**config.mk**
```make
export PLATFORM = sky130hd
export DESIGN_NAME = sqd_command_logic
export DESIGN_NICKNAME = d
export VERILOG_FILES = /design/src/hdl/sqd_pkg.sv /design/src/hdl/sqd_command_logic.sv /design/src/hdl/sqd_serial_port.sv
export SDC_FILE = /design/constraint.sdc
export NUM_CORES = 1
export LEC_CHECK = 0
export ABC_CLOCK_PERIOD_IN_PS = 2150
export BUFFER_PORTS_ARGS = -buffer_cell sky130_fd_sc_hd__buf_2
export CORE_MARGIN = 5
export CORE_UTILIZATION = 46
export DETAILED_ROUTE_END_ITERATION = 7
export GPL_TIMING_DRIVEN = 1
export SLEW_MARGIN = 20
export SYNTH_ARGS = -nofsm -noshare
export SYNTH_HDL_FRONTEND = slang
export SYNTH_SLANG_ARGS = --single-unit
```
**constraint.sdc**
```tcl
create_clock -name core_clk_i -period 2.15 [get_ports core_clk_i]
set_clock_uncertainty 0.1 [all_clocks]
set_input_delay 0.1075 -clock core_clk_i [delete_from_list [all_inputs] [get_ports core_clk_i]]
set_output_delay 0.1075 -clock core_clk_i [all_outputs]
set_load 0.02 [all_outputs]
```
**src/hdl/sqd_pkg.sv**
```systemverilog
// Shared constants for the squib diagnostic command logic.
// Assumes a 20 MHz core clock and 8-bit serial command frames.
package sqd_pkg;

	// Channel count; bit 0 to 3 of a nibble map to 1A, 1B, 2A, 2B.
	localparam int unsigned CH_N = 4;
	localparam int unsigned BYTE_W = 8;

	// Command bytes and upper-nibble opcodes.
	localparam logic [3:0] OP_CLR_TIMING = 4'h3;
	localparam logic [3:0] OP_HS_TEST    = 4'h1;
	localparam logic [3:0] OP_LS_TEST    = 4'h2;
	localparam logic [3:0] OP_ARM_FIRE   = 4'h4;
	localparam logic [7:0] CMD_THERM     = 8'h7F;
	localparam logic [7:0] CMD_UNL_HS    = 8'h82;
	localparam logic [7:0] CMD_UNL_LS    = 8'h83;

	// Reply source selects for the next transfer.
	localparam logic [1:0] SEL_NONE  = 2'h0;
	localparam logic [1:0] SEL_ECHO  = 2'h1;
	localparam logic [1:0] SEL_THERM = 2'h2;
	localparam logic [1:0] SEL_TEST  = 2'h3;

	// Reset values.
	localparam logic [7:0] BYTE_RST = 8'h00;
	localparam logic [3:0] NIB_RST  = 4'h0;

	// Frame is valid with exactly this many clock edges.
	localparam logic [3:0] FRAME_BITS = 4'h8;

	// Least driver on-time before a thermal trip may act.
	localparam int unsigned CLK_MHZ       = 20;
	localparam int unsigned THERM_MIN_US  = 2090;
	localparam int unsigned THERM_MIN_CYC = THERM_MIN_US * CLK_MHZ;

	// Transistor test sequencer states.
	typedef enum logic [1:0] {T_IDLE, T_HS_UNL, T_LS_UNL} sqd_test_e;

endpackage

```
**src/hdl/sqd_command_logic.sv**
```systemverilog
// Command interpreter for a four-channel squib driver: timing clears,
// thermal status latch, arm/fire gating and driver transistor tests.
// Assumes asynchronous pins from the microcontroller and the analog side.
`timescale 1ns/1ps

// What this block does
// - Command 3X clears timing register of each channel whose bit is one.
// - Thermal status bit reads one while that driver is over its limit.
// - Command 7F captures thermal bits into a latch held for sending.
// - Thermal latch clears at chip-select rise of the next valid command.
// - Thermal trip acts per channel and only after the minimum on-time.
// - Arm/fire refuses at the command any driver whose thermal status is one.
// - Transistor test needs unlock byte then test byte as two writes.
// - Unlock byte accepted only while both fire permit inputs are low.
// - Accepted unlock byte is echoed on data out during next transfer.
// - Any enabled firing aborts a running transistor test.
// - Unlock suspends other diagnostics until the second write completes.
// - Unlock 82 then 1X tests the selected high-side drivers.
// - Unlock 83 then 2X tests the selected low-side drivers.
// - Tests are not timed; a later serial command ends them.
// - Either unlock byte immediately stops any test in progress.
// - Successive test commands may exercise any driver combination.
// - Test fail bit is one if the driver did not turn on, else zero.
// - Test status shifts out during the transfer after the test command.
// - Test status register clears when an unlock byte is loaded.
// - Low permit input blocks firing of its channels; diagnostics remain.
// - Reset low clears all state, activation and tests.
module sqd_command_logic
	import sqd_pkg::*;
#(
	parameter int unsigned ON_MIN_CYC = sqd_pkg::THERM_MIN_CYC
)
(
	input  wire logic                     core_clk_i,
	input  wire logic                     rst_n_i,
	input  wire logic                     cs_n_i,
	input  wire logic                     sclk_i,
	input  wire logic                     mosi_i,
	input  wire logic                     fire_permit_in_one_i,
	input  wire logic                     fire_permit_in_two_i,
	input  wire logic [sqd_pkg::CH_N-1:0] thermal_trip_i,
	input  wire logic [sqd_pkg::CH_N-1:0] hs_on_sense_i,
	input  wire logic [sqd_pkg::CH_N-1:0] ls_on_sense_i,
	output logic                          miso_o,
	output logic                          miso_oe_o,
	output logic      [sqd_pkg::CH_N-1:0] hs_drive_o,
	output logic      [sqd_pkg::CH_N-1:0] ls_drive_o,
	output logic                          test_current_o,
	output logic      [sqd_pkg::CH_N-1:0] timing_clear_o,
	output logic                          diag_hold_o
);
	import sqd_pkg::*;

	localparam int unsigned SW = 2 + 3 * CH_N;
	localparam int unsigned CW = $clog2(ON_MIN_CYC + 1);
	localparam logic [CW-1:0] ON_MAX = CW'(ON_MIN_CYC);

	logic [SW-1:0]     sy_a;
	logic [SW-1:0]     sy_b;
	logic [1:0]        permit;
	logic [CH_N-1:0]   therm_stat;
	logic [CH_N-1:0]   hs_sense;
	logic [CH_N-1:0]   ls_sense;
	logic [BYTE_W-1:0] rx_byte;
	logic              frame_ok;
	logic [BYTE_W-1:0] tx_byte;
	logic [BYTE_W-1:0] echo_byte;
	logic [1:0]        reply_sel;
	logic [CH_N-1:0]   therm_latch;
	logic [CH_N-1:0]   fire_cmd;
	logic [CH_N-1:0]   fire_on;
	logic [CH_N-1:0]   on_done;
	logic [CW-1:0]     on_cnt [CH_N];
	sqd_test_e         test_st;
	logic [CH_N-1:0]   hs_test;
	logic [CH_N-1:0]   ls_test;
	logic [BYTE_W-1:0] test_fail;
	logic              unlock_ok;
	logic              cmd_ok;
	logic              permit_any;

	// Frame reception and reply shifting.
	sqd_serial_port sqd_serial_port_i (
		.core_clk_i (core_clk_i),
		.rst_n_i    (rst_n_i),
		.cs_n_i     (cs_n_i),
		.sclk_i     (sclk_i),
		.mosi_i     (mosi_i),
		.tx_byte_i  (tx_byte),
		.rx_byte_o  (rx_byte),
		.frame_ok_o (frame_ok),
		.miso_o     (miso_o),
		.miso_oe_o  (miso_oe_o)
	);

	// Analog flags and permit pins are asynchronous, so they pass two flops.
	always_ff @(posedge core_clk_i or negedge rst_n_i)
	begin
		if (!rst_n_i)
		begin
			sy_a <= '0;
			sy_b <= '0;
		end
		else
		begin
			sy_a <= {ls_on_sense_i, hs_on_sense_i, thermal_trip_i,
				fire_permit_in_two_i, fire_permit_in_one_i};
			sy_b <= sy_a;
		end
	end

	// Thermal status follows the trip flag of each driver.
	assign permit     = sy_b[1:0];
	assign therm_stat = sy_b[2+:CH_N];
	assign hs_sense   = sy_b[2+CH_N+:CH_N];
	assign ls_sense   = sy_b[2+2*CH_N+:CH_N];
	assign permit_any = |permit;

	// Unlock is the decode ANDed with both permits low.
	assign unlock_ok = frame_ok && ((rx_byte == CMD_UNL_HS) || (rx_byte == CMD_UNL_LS))
		&& !permit_any;
	// Other diagnostics run only while no unlock is pending.
	assign cmd_ok = frame_ok && (test_st == T_IDLE);

	// Timing clear pulses, one cycle, per selected channel.
	always_ff @(posedge core_clk_i or negedge rst_n_i)
	begin
		if (!rst_n_i)
			timing_clear_o <= NIB_RST;
		else if (cmd_ok && (rx_byte[7:4] == OP_CLR_TIMING))
			timing_clear_o <= rx_byte[3:0];
		else
			timing_clear_o <= NIB_RST;
	end

	// Thermal latch: any valid command clears it, a new 7F recaptures.
	// The capture wins over the clear, so a back-to-back query loses nothing.
	always_ff @(posedge core_clk_i or negedge rst_n_i)
	begin
		if (!rst_n_i)
			therm_latch <= NIB_RST;
		else if (cmd_ok && (rx_byte == CMD_THERM))
			therm_latch <= therm_stat;
		else if (frame_ok)
			therm_latch <= NIB_RST;
	end

	// Arm/fire register; hot channels are refused at the command.
	always_ff @(posedge core_clk_i or negedge rst_n_i)
	begin
		if (!rst_n_i)
			fire_cmd <= NIB_RST;
		else if (cmd_ok && (rx_byte[7:4] == OP_ARM_FIRE))
			fire_cmd <= rx_byte[3:0] & ~therm_stat;
	end

	// Per channel on-time counter; a trip shuts only its own channel, and
	// only after the minimum on-time, so a brief flag cannot cut a firing.
	for (genvar i = 0; i < CH_N; i++)
	begin : g_ch
		assign on_done[i] = (on_cnt[i] == ON_MAX);
		assign fire_on[i] = fire_cmd[i] && permit[i/2]
			&& !(therm_stat[i] && on_done[i]);

		always_ff @(posedge core_clk_i or negedge rst_n_i)
		begin
			if (!rst_n_i)
				on_cnt[i] <= '0;
			else if (!(fire_cmd[i] && permit[i/2]))
				on_cnt[i] <= '0;
			else if (!on_done[i])
				on_cnt[i] <= on_cnt[i] + CW'(1);
		end
	end

	// Test sequencer: unlock, then one test byte, then back to idle.
	always_ff @(posedge core_clk_i or negedge rst_n_i)
	begin
		if (!rst_n_i)
		begin
			test_st <= T_IDLE;
			hs_test <= NIB_RST;
			ls_test <= NIB_RST;
		end
		else if (permit_any)
		begin
			// Enabling any fire path must never meet a test drive.
			test_st <= T_IDLE;
			hs_test <= NIB_RST;
			ls_test <= NIB_RST;
		end
		else if (unlock_ok)
		begin
			test_st <= (rx_byte == CMD_UNL_HS) ? T_HS_UNL : T_LS_UNL;
			hs_test <= NIB_RST;
			ls_test <= NIB_RST;
		end
		else if (frame_ok)
		begin
			test_st <= T_IDLE;
			hs_test <= NIB_RST;
			ls_test <= NIB_RST;
			case (test_st)
				T_HS_UNL:
					if (rx_byte[7:4] == OP_HS_TEST)
						hs_test <= rx_byte[3:0];
				T_LS_UNL:
					if (rx_byte[7:4] == OP_LS_TEST)
						ls_test <= rx_byte[3:0];
				default:
					test_st <= T_IDLE;
			endcase
		end
	end

	// Test status: low nibble high side, high nibble low side; only tested
	// channels update, and each accepted unlock byte clears the whole register.
	always_ff @(posedge core_clk_i or negedge rst_n_i)
	begin
		if (!rst_n_i)
			test_fail <= BYTE_RST;
		else if (unlock_ok)
			test_fail <= BYTE_RST;
		else
		begin
			for (int k = 0; k < CH_N; k++)
			begin
				if (hs_test[k])
					test_fail[k] <= !hs_sense[k];
				if (ls_test[k])
					test_fail[CH_N+k] <= !ls_sense[k];
			end
		end
	end

	// Reply source for the next transfer, chosen by the last command.
	always_ff @(posedge core_clk_i or negedge rst_n_i)
	begin
		if (!rst_n_i)
		begin
			reply_sel <= SEL_NONE;
			echo_byte <= BYTE_RST;
		end
		else if (unlock_ok)
		begin
			reply_sel <= SEL_ECHO;
			echo_byte <= rx_byte;
		end
		else if (frame_ok && (test_st != T_IDLE))
			reply_sel <= SEL_TEST;
		else if (cmd_ok && (rx_byte == CMD_THERM))
			reply_sel <= SEL_THERM;
		else if (frame_ok)
			reply_sel <= SEL_NONE;
	end

	// Reply byte is refreshed every cycle; the port samples it at select fall.
	always_ff @(posedge core_clk_i or negedge rst_n_i)
	begin
		if (!rst_n_i)
			tx_byte <= BYTE_RST;
		else
		begin
			case (reply_sel)
				SEL_ECHO:  tx_byte <= echo_byte;
				SEL_THERM: tx_byte <= {NIB_RST, therm_latch};
				SEL_TEST:  tx_byte <= test_fail;
				default:   tx_byte <= BYTE_RST;
			endcase
		end
	end

	// Driver outputs; test drive uses the reduced current limit.
	always_ff @(posedge core_clk_i or negedge rst_n_i)
	begin
		if (!rst_n_i)
		begin
			hs_drive_o     <= NIB_RST;
			ls_drive_o     <= NIB_RST;
			test_current_o <= 1'b0;
			diag_hold_o    <= 1'b0;
		end
		else
		begin
			hs_drive_o     <= fire_on | hs_test;
			ls_drive_o     <= fire_on | ls_test;
			test_current_o <= |{hs_test, ls_test};
			diag_hold_o    <= (test_st != T_IDLE);
		end
	end
endmodule

```
**src/hdl/sqd_serial_port.sv**
```systemverilog
// Serial frame port: synchronises the chip select, clock and data pins,
// shifts an 8-bit command in and a reply byte out. Mode 0 framing.
`timescale 1ns/1ps

module sqd_serial_port
	import sqd_pkg::*;
(
	input  wire logic                       core_clk_i,
	input  wire logic                       rst_n_i,
	input  wire logic                       cs_n_i,
	input  wire logic                       sclk_i,
	input  wire logic                       mosi_i,
	input  wire logic [sqd_pkg::BYTE_W-1:0] tx_byte_i,
	output logic      [sqd_pkg::BYTE_W-1:0] rx_byte_o,
	output logic                            frame_ok_o,
	output logic                            miso_o,
	output logic                            miso_oe_o
);
	import sqd_pkg::*;

	logic [2:0]        sy_a;
	logic [2:0]        sy_b;
	logic [2:0]        sy_c;
	logic [BYTE_W-1:0] sh_rx;
	logic [BYTE_W-1:0] sh_tx;
	logic [3:0]        bit_cnt;
	logic              cs_fall;
	logic              cs_rise;
	logic              clk_rise;
	logic              clk_fall;

	// Two-stage synchroniser; the third stage only serves edge detection.
	always_ff @(posedge core_clk_i or negedge rst_n_i)
	begin
		if (!rst_n_i)
		begin
			sy_a <= 3'h1;
			sy_b <= 3'h1;
			sy_c <= 3'h1;
		end
		else
		begin
			sy_a <= {mosi_i, sclk_i, cs_n_i};
			sy_b <= sy_a;
			sy_c <= sy_b;
		end
	end

	// Edges seen on the synchronised copies only.
	assign cs_fall  = !sy_b[0] && sy_c[0];
	assign cs_rise  = sy_b[0] && !sy_c[0];
	assign clk_rise = !sy_b[0] && sy_b[1] && !sy_c[1];
	assign clk_fall = !sy_b[0] && !sy_b[1] && sy_c[1];

	// Receive shift and bit count; the count saturates so long frames fail.
	always_ff @(posedge core_clk_i or negedge rst_n_i)
	begin
		if (!rst_n_i)
		begin
			sh_rx   <= BYTE_RST;
			bit_cnt <= NIB_RST;
		end
		else if (cs_fall)
		begin
			bit_cnt <= NIB_RST;
		end
		else if (clk_rise)
		begin
			sh_rx <= {sh_rx[BYTE_W-2:0], sy_b[2]};
			if (bit_cnt != 4'hF)
				bit_cnt <= bit_cnt + 4'h1;
		end
	end

	// A frame counts only when exactly eight bits arrived before the rise.
	always_ff @(posedge core_clk_i or negedge rst_n_i)
	begin
		if (!rst_n_i)
		begin
			rx_byte_o  <= BYTE_RST;
			frame_ok_o <= 1'b0;
		end
		else
		begin
			frame_ok_o <= cs_rise && (bit_cnt == FRAME_BITS);
			if (cs_rise && (bit_cnt == FRAME_BITS))
				rx_byte_o <= sh_rx;
		end
	end

	// Reply byte is captured at select fall and moved on each falling clock.
	always_ff @(posedge core_clk_i or negedge rst_n_i)
	begin
		if (!rst_n_i)
		begin
			sh_tx     <= BYTE_RST;
			miso_o    <= 1'b0;
			miso_oe_o <= 1'b0;
		end
		else if (cs_fall)
		begin
			sh_tx     <= tx_byte_i;
			miso_o    <= tx_byte_i[BYTE_W-1];
			miso_oe_o <= 1'b1;
		end
		else if (cs_rise)
		begin
			miso_oe_o <= 1'b0;
		end
		else if (clk_fall)
		begin
			sh_tx  <= {sh_tx[BYTE_W-2:0], 1'b0};
			miso_o <= sh_tx[BYTE_W-2];
		end
	end

endmodule

```
# Yosys cells after proc, flatten, opt, wreduce, memory -nomap -nowiden
# Cells that the tools add are included.
# word_totals
reg_bits,188
output_inout_bits,16
elab_cells,185
in_bits,19
# op_classes
n_eq_ne,23
muxes,49
bitwise,5
reduce_logical,66
n_addsub,5
# op_table
cell,n
$mux W16,8
$add A16 B1 Y16 const B,4
$eq A16 B16 Y1 const B,4
$mux W4,16
$reduce_bool A2 Y1,14
$logic_and A1 B1 Y1,26
$pmux W8 S3,1
$mux W7,3
$logic_not A1 Y1,17
$eq A8 B8 Y1 const B,2
$mux W2,7
$mux W1,13
$eq A4 B2 Y1 const B,2
$eq A8 B7 Y1 const B,1
$mux W8,1
$ne A2 B2 Y1 const B,4
$or A4 B4 Y4,2
$reduce_or A8 Y1,1
$eq A2 B2 Y1 const B,3
$reduce_and A2 Y1,3
$add A4 B1 Y4 const B,1
$and A4 B4 Y4,1
$eq A2 B1 Y1 const B,2
$eq A4 B1 Y1 const B,1
other kinds (11),11

# Logic depth before layout (Yosys ltp)
# logic_depth
ltp_word,6
mapped_depth,7
mapped_depth_nobuf,6

# Hierarchy
# From an unflattened synthesis, not the netlist that was laid out.
# hier_totals
cells_unflattened,687
area_unflattened_um2,7895.1
# by_module_without_submodules
mod,seq_area_each_um2,cells_per_inst,area_each_um2,n_inst
sqd_command_logic,3753.6,582,6327.3,1
sqd_serial_port,954.7,105,1567.8,1

# Worst setup path after synthesis
# Ideal clock, no wire load.
# synth_path
path_type,register to register
startpoint,register on_cnt[32] (netlist name)
endpoint,register hs_drive_o[1] (netlist name)
required_ns,1.926
stages_incl_launch_ff,7
n_path_buf,0
synth_period_minus_slack_ns,1.987
setup_slack_ns,0.163
setup_time_ns,0.124
arrival_ns,1.762
path_cell_list,dfrtp_1 -> inv_1 -> ha_1 -> or4b_4 -> nor4_4 -> a21oi_1 -> or2_1
# synth_between
elab_chain_len,5
# synth_rtl
item,line_no,source
start: declaration,sqd_command_logic.sv:73,logic [CW-1:0] on_cnt [CH_N];
start signal: indexed assignment,sqd_command_logic.sv:172,on_cnt[i] <= on_cnt[i] + CW'(1);
$eq A16 B16 Y1,sqd_command_logic.sv:161,assign on_done[i] = (on_cnt[i] == ON_MAX);
$logic_and A1 B1 Y1,sqd_command_logic.sv:163,&& !(therm_stat[i] && on_done[i]);
$logic_not A1 Y1,sqd_command_logic.sv:163,
$logic_and A1 B1 Y1,sqd_command_logic.sv:163,
$or A4 B4 Y4,sqd_command_logic.sv:285,hs_drive_o <= fire_on | hs_test;
end signal: assignment,sqd_command_logic.sv:285,
end: declaration,sqd_command_logic.sv:46,"output logic [sqd_pkg::CH_N-1:0] hs_drive_o,"
# No other way between the ends.
# A chain may end at the register's enable or synchronous reset.

# Worst setup path in the final report
# layout_path
startpoint,register on_cnt[32] (netlist name)
endpoint,register on_cnt[33] (netlist name)
# layout_between
elab_chain_len,3
elab_cells_between_ends,5
cone_classes,add/sub: 1; eq/ne: 2; mux: 2
# layout_rtl
item,line_no,source
$add A16 B1 Y16,sqd_command_logic.sv:172,
$mux W16,sqd_command_logic.sv:171,else if (!on_done[i])
$mux W16,sqd_command_logic.sv:169,else if (!(fire_cmd[i] && permit[i/2]))
# Several ways; a longest one is shown, not always the timed one. The select of a mux whose other input is x is not followed.

==> results.yml <==
global_routing:
  grt_overflow_total: 0
  grt_pass1_wl_microns: 26400
  grt_max_degree: 62
  grt_pass1_vias: 5341
  grt_antenna_before_repair: 0
  grtUsageTotal_pct: 16.4
worst_setup_path:
  cp_num_buf_inv: 2
  crit_path_end_kind: "flip-flop"
  cp.arrival_ns: 2.26
  path_cells: "inv_1 > ha_1 > or4b_4 > nor4_4 > buf_4 > mux2i_1 > nor2_1"
  crit_fanout: 3
  start_kind: "flip-flop"
  path_class: "reg2reg"
  slowest_stage: "or4b_4"
  worstPathRequired_ns: 2.37
  crit_family: "simple AND/OR/NAND/NOR gates"
  max_stage_delay_ns: 0.49
die:
  die_h_microns: 141
  die_area_sq_um: 19800
  design.core.area_sq_um: 16600
  num_io_pins: 35
  die_x_microns: 141
  start_util_pct: 47.1
  rows: 47
clocking:
  htreeDepth: 4
  path_clk_slew_ns: 0.07
  post_cts_buffers: 0
  cts_buffers: 17
  root_buffer: "clkbuf_16"
  cts.path.max_buffers: 2
  cts_tree: "yes"
  clock-sinks: 188
  post_cts_resized: 0
  clk_latency_ns: 0.43
logic_synthesis:
  synth_edf_count: 0
  synth_area_per_cell_sq_um: 11.3
  ys_types: 46
  synthArstFlopShare_pct: 100
  netlist_instances: 695
  synth-main-ff-cell: "dfrtp_1"
  syn-cell-area_sq_um: 7840
  synth-seq-cells: 188
  synth_common_cells: "185 x dfrtp_1, 73 x nor2_1, 67 x nand2_1"
  yosysWarnings: 0
  synth_top_area_share_pct: 59.0
  ys_seq_area_share_pct: 60.1
  syn-num-nets: 727
  synth_area_leader_cell: "dfrtp_1"
  synth.most_common_cell: "dfrtp_1"
  ys_top_cells_by_area: "dfrtp_1 59%, nor2_1 3.5%, xnor2_1 3.4%, nand2_1 3.2%, mux2i_1 2.6%"
pwr:
  power.switching_mw: 1.49
  power_mw: 7.23
  clkPwrFrac_pct: 45.6
  power.leakage_nw: 4.05
  switching_share_pct: 20.6
  vdd_drop_max_mv: 0.618
  p_comb_share_pct: 3.2
  p_per_area_nw_per_um2: 784
  seqPwrFrac_pct: 51.1
  p_int_mw: 5.74
timing:
  tightestPinTransition_ns: 1.01
  fmax_mhz: 491
  setup-tns-final_ns: 0
  rsz0062_at_grt: "no"
  final_hold_viol_count: 0
  min_period_ns: 2.04
  slew_viol_final: 0
  fin_crit_sh_pct: 94.8
  max-slew-margin-rel_pct: 31.9
  setup_viol: 0
detailed_routing:
  dr_total_vias: 5239
  wire_per_inst_microns: 15.1
  ant_nets: 0
  drcViolationCount: 0
  avgViaCountPerCell: 5.22
  wirelength_microns: 15200
  dr.pass1.iters: 4
  first_iter_violations: 274
cells_and_area:
  fill_cells: 1426
  drive_gt1_share_pct: 14.9
  nets: 803
  final_util_pct: 55.4
  syn_to_final_growth_pct: 17.7
  n_antenna_cell: 0
flow_run:
  max-cap-violations: 0
status:
  outcome: "completed"
placement:
  numPortBuffers: 34
  hpwl_microns: 10500
  gp_congestion: 0.791
min_path:
  hp-class: "in2async"
-- flip-flops by register name, indices dropped and copies added (netlist names), 4 cells and up --
signal and flops:
sqd_serial_port_i.sh_tx 7, ls_test 4, sqd_serial_port_i.bit_cnt 4, sy_a 14
tx_byte 8, hs_drive_o 4, echo_byte 8, hs_test 4
test_fail 8, timing_clear_o 4, on_cnt 64, ls_drive_o 4
sqd_serial_port_i.sh_rx 8, sy_b 14, therm_latch 4, sqd_serial_port_i.rx_byte_o 8
fire_cmd 4
-- layer usage --
metal / wire (microns) / GRT usage, % / part of all wire [%] / vias up
met4: 242 / 5.81 / 1.6 / 0
met3: 432 / 2.97 / 2.8 / 19
met2: 7400 / 26.4 / 49 / 97
met1: 7100 / 22.4 / 47 / 2586
met5: 0 / 0 / 0 / -
li1: - / - / - / 2537
-- path summary, 6_finish.rpt --
check	end	cells past startpoint	slack, ns	startpoint
hold / removal	on_cnt[39]	2	0.13	rst_n_i
setup reg to reg	on_cnt[33]	7	0.11	on_cnt[32]
setup / recovery	on_cnt[33]	7	0.11	on_cnt[32]
hold reg to reg	sy_b[3]	0	0.25	sy_a[3]
max in group asynchronous	test_fail[7]	3	1.10	rst_n_i
min in group core_clk_i	sy_a[5]	2	0.21	thermal_trip_i[3]
-- through the flow --
stage                     area, sq um  hold WS [ns]  setup WS [ns]  std cells
after detailed placement         8420        0.0332         0.0729        954
after floorplan                  7840        -0.288          0.163        695
after global routing             9220         0.185         0.0181       1003
after global placement           8420        0.0251          0.163        954
final                            9220         0.130          0.112       1003
after CTS                        9220         0.139         0.0633       1003
-- kinds of logic after synthesis --
| family | Yosys count | synth area share, % |
|---|---|---|
| flops | 188 | 60.1 |
| xor+xnor | 47 | 5.25 |
| mux | 33 | 4.42 |
| fa+ha+maj | 13 | 2.07 |
| compound gates | 68 | 5.23 |
| simple gates | 298 | 20.7 |
| buf+inv | 48 | 2.31 |
-- cell type report --
type / count / area (sq um) / share of cell area [%]
repair buffers: 74 / 549 / 5.95
multi-input cells: 459 / 2950 / 32.0
well taps: 220 / 275 / 2.98
clock inverters: 11 / 168 / 1.82
flip-flops and latches: 188 / 4710 / 51.0
clock buffers: 20 / 457 / 4.95
inverters: 31 / 116 / 1.26
-- cells in the final DEF (no fill, tap or decap), drive strengths merged, types with 3 or more instances in the layout --
cell | synthesis | final
dfrtp | 185 | 185
a211oi | 3 | 3
mux2 | 13 | 13
nand3 | 27 | 27
and2 | 4 | 4
ha | 13 | 13
or3 | 9 | 9
inv | 30 | 30
or3b | 4 | 4
nand3b | 5 | 5
dlygate4sd3 | 0 | 18
nand2 | 67 | 67
nor3 | 16 | 16
and3 | 7 | 7
bufinv | 0 | 4
a22o | 14 | 14
xor2 | 17 | 17
nand4b | 5 | 5
clkinv | 1 | 6
dfstp | 3 | 3
nor4 | 19 | 19
nand2b | 7 | 7
buf | 2 | 55
or2 | 10 | 10
nor2b | 11 | 11
a21oi | 18 | 18
nand4 | 15 | 15
o21ai | 29 | 29
or4b | 8 | 8
clkbuf | 15 | 21
mux2i | 20 | 20
nor2 | 74 | 74
xnor2 | 30 | 30
-- power by group through the flow --
stage / clock network [mW] / registers (mW) / logic [mW]
floorplan: 0 / 3.74 / 0.0945
CTS: 3.39 / 3.70 / 0.245
global route: 3.52 / 3.71 / 0.269
finish: 3.30 / 3.70 / 0.235
detailed placement: 0 / 3.76 / 0.217
global placement: 0 / 3.76 / 0.209
-- what timing repair did --
action                                  4_1_cts  5_1_grt
hold endpoints to repair                     75        0
hold buffers                                 18        0
endpoints found under the setup margin        0        2
(Power assumes the default switching activity.)
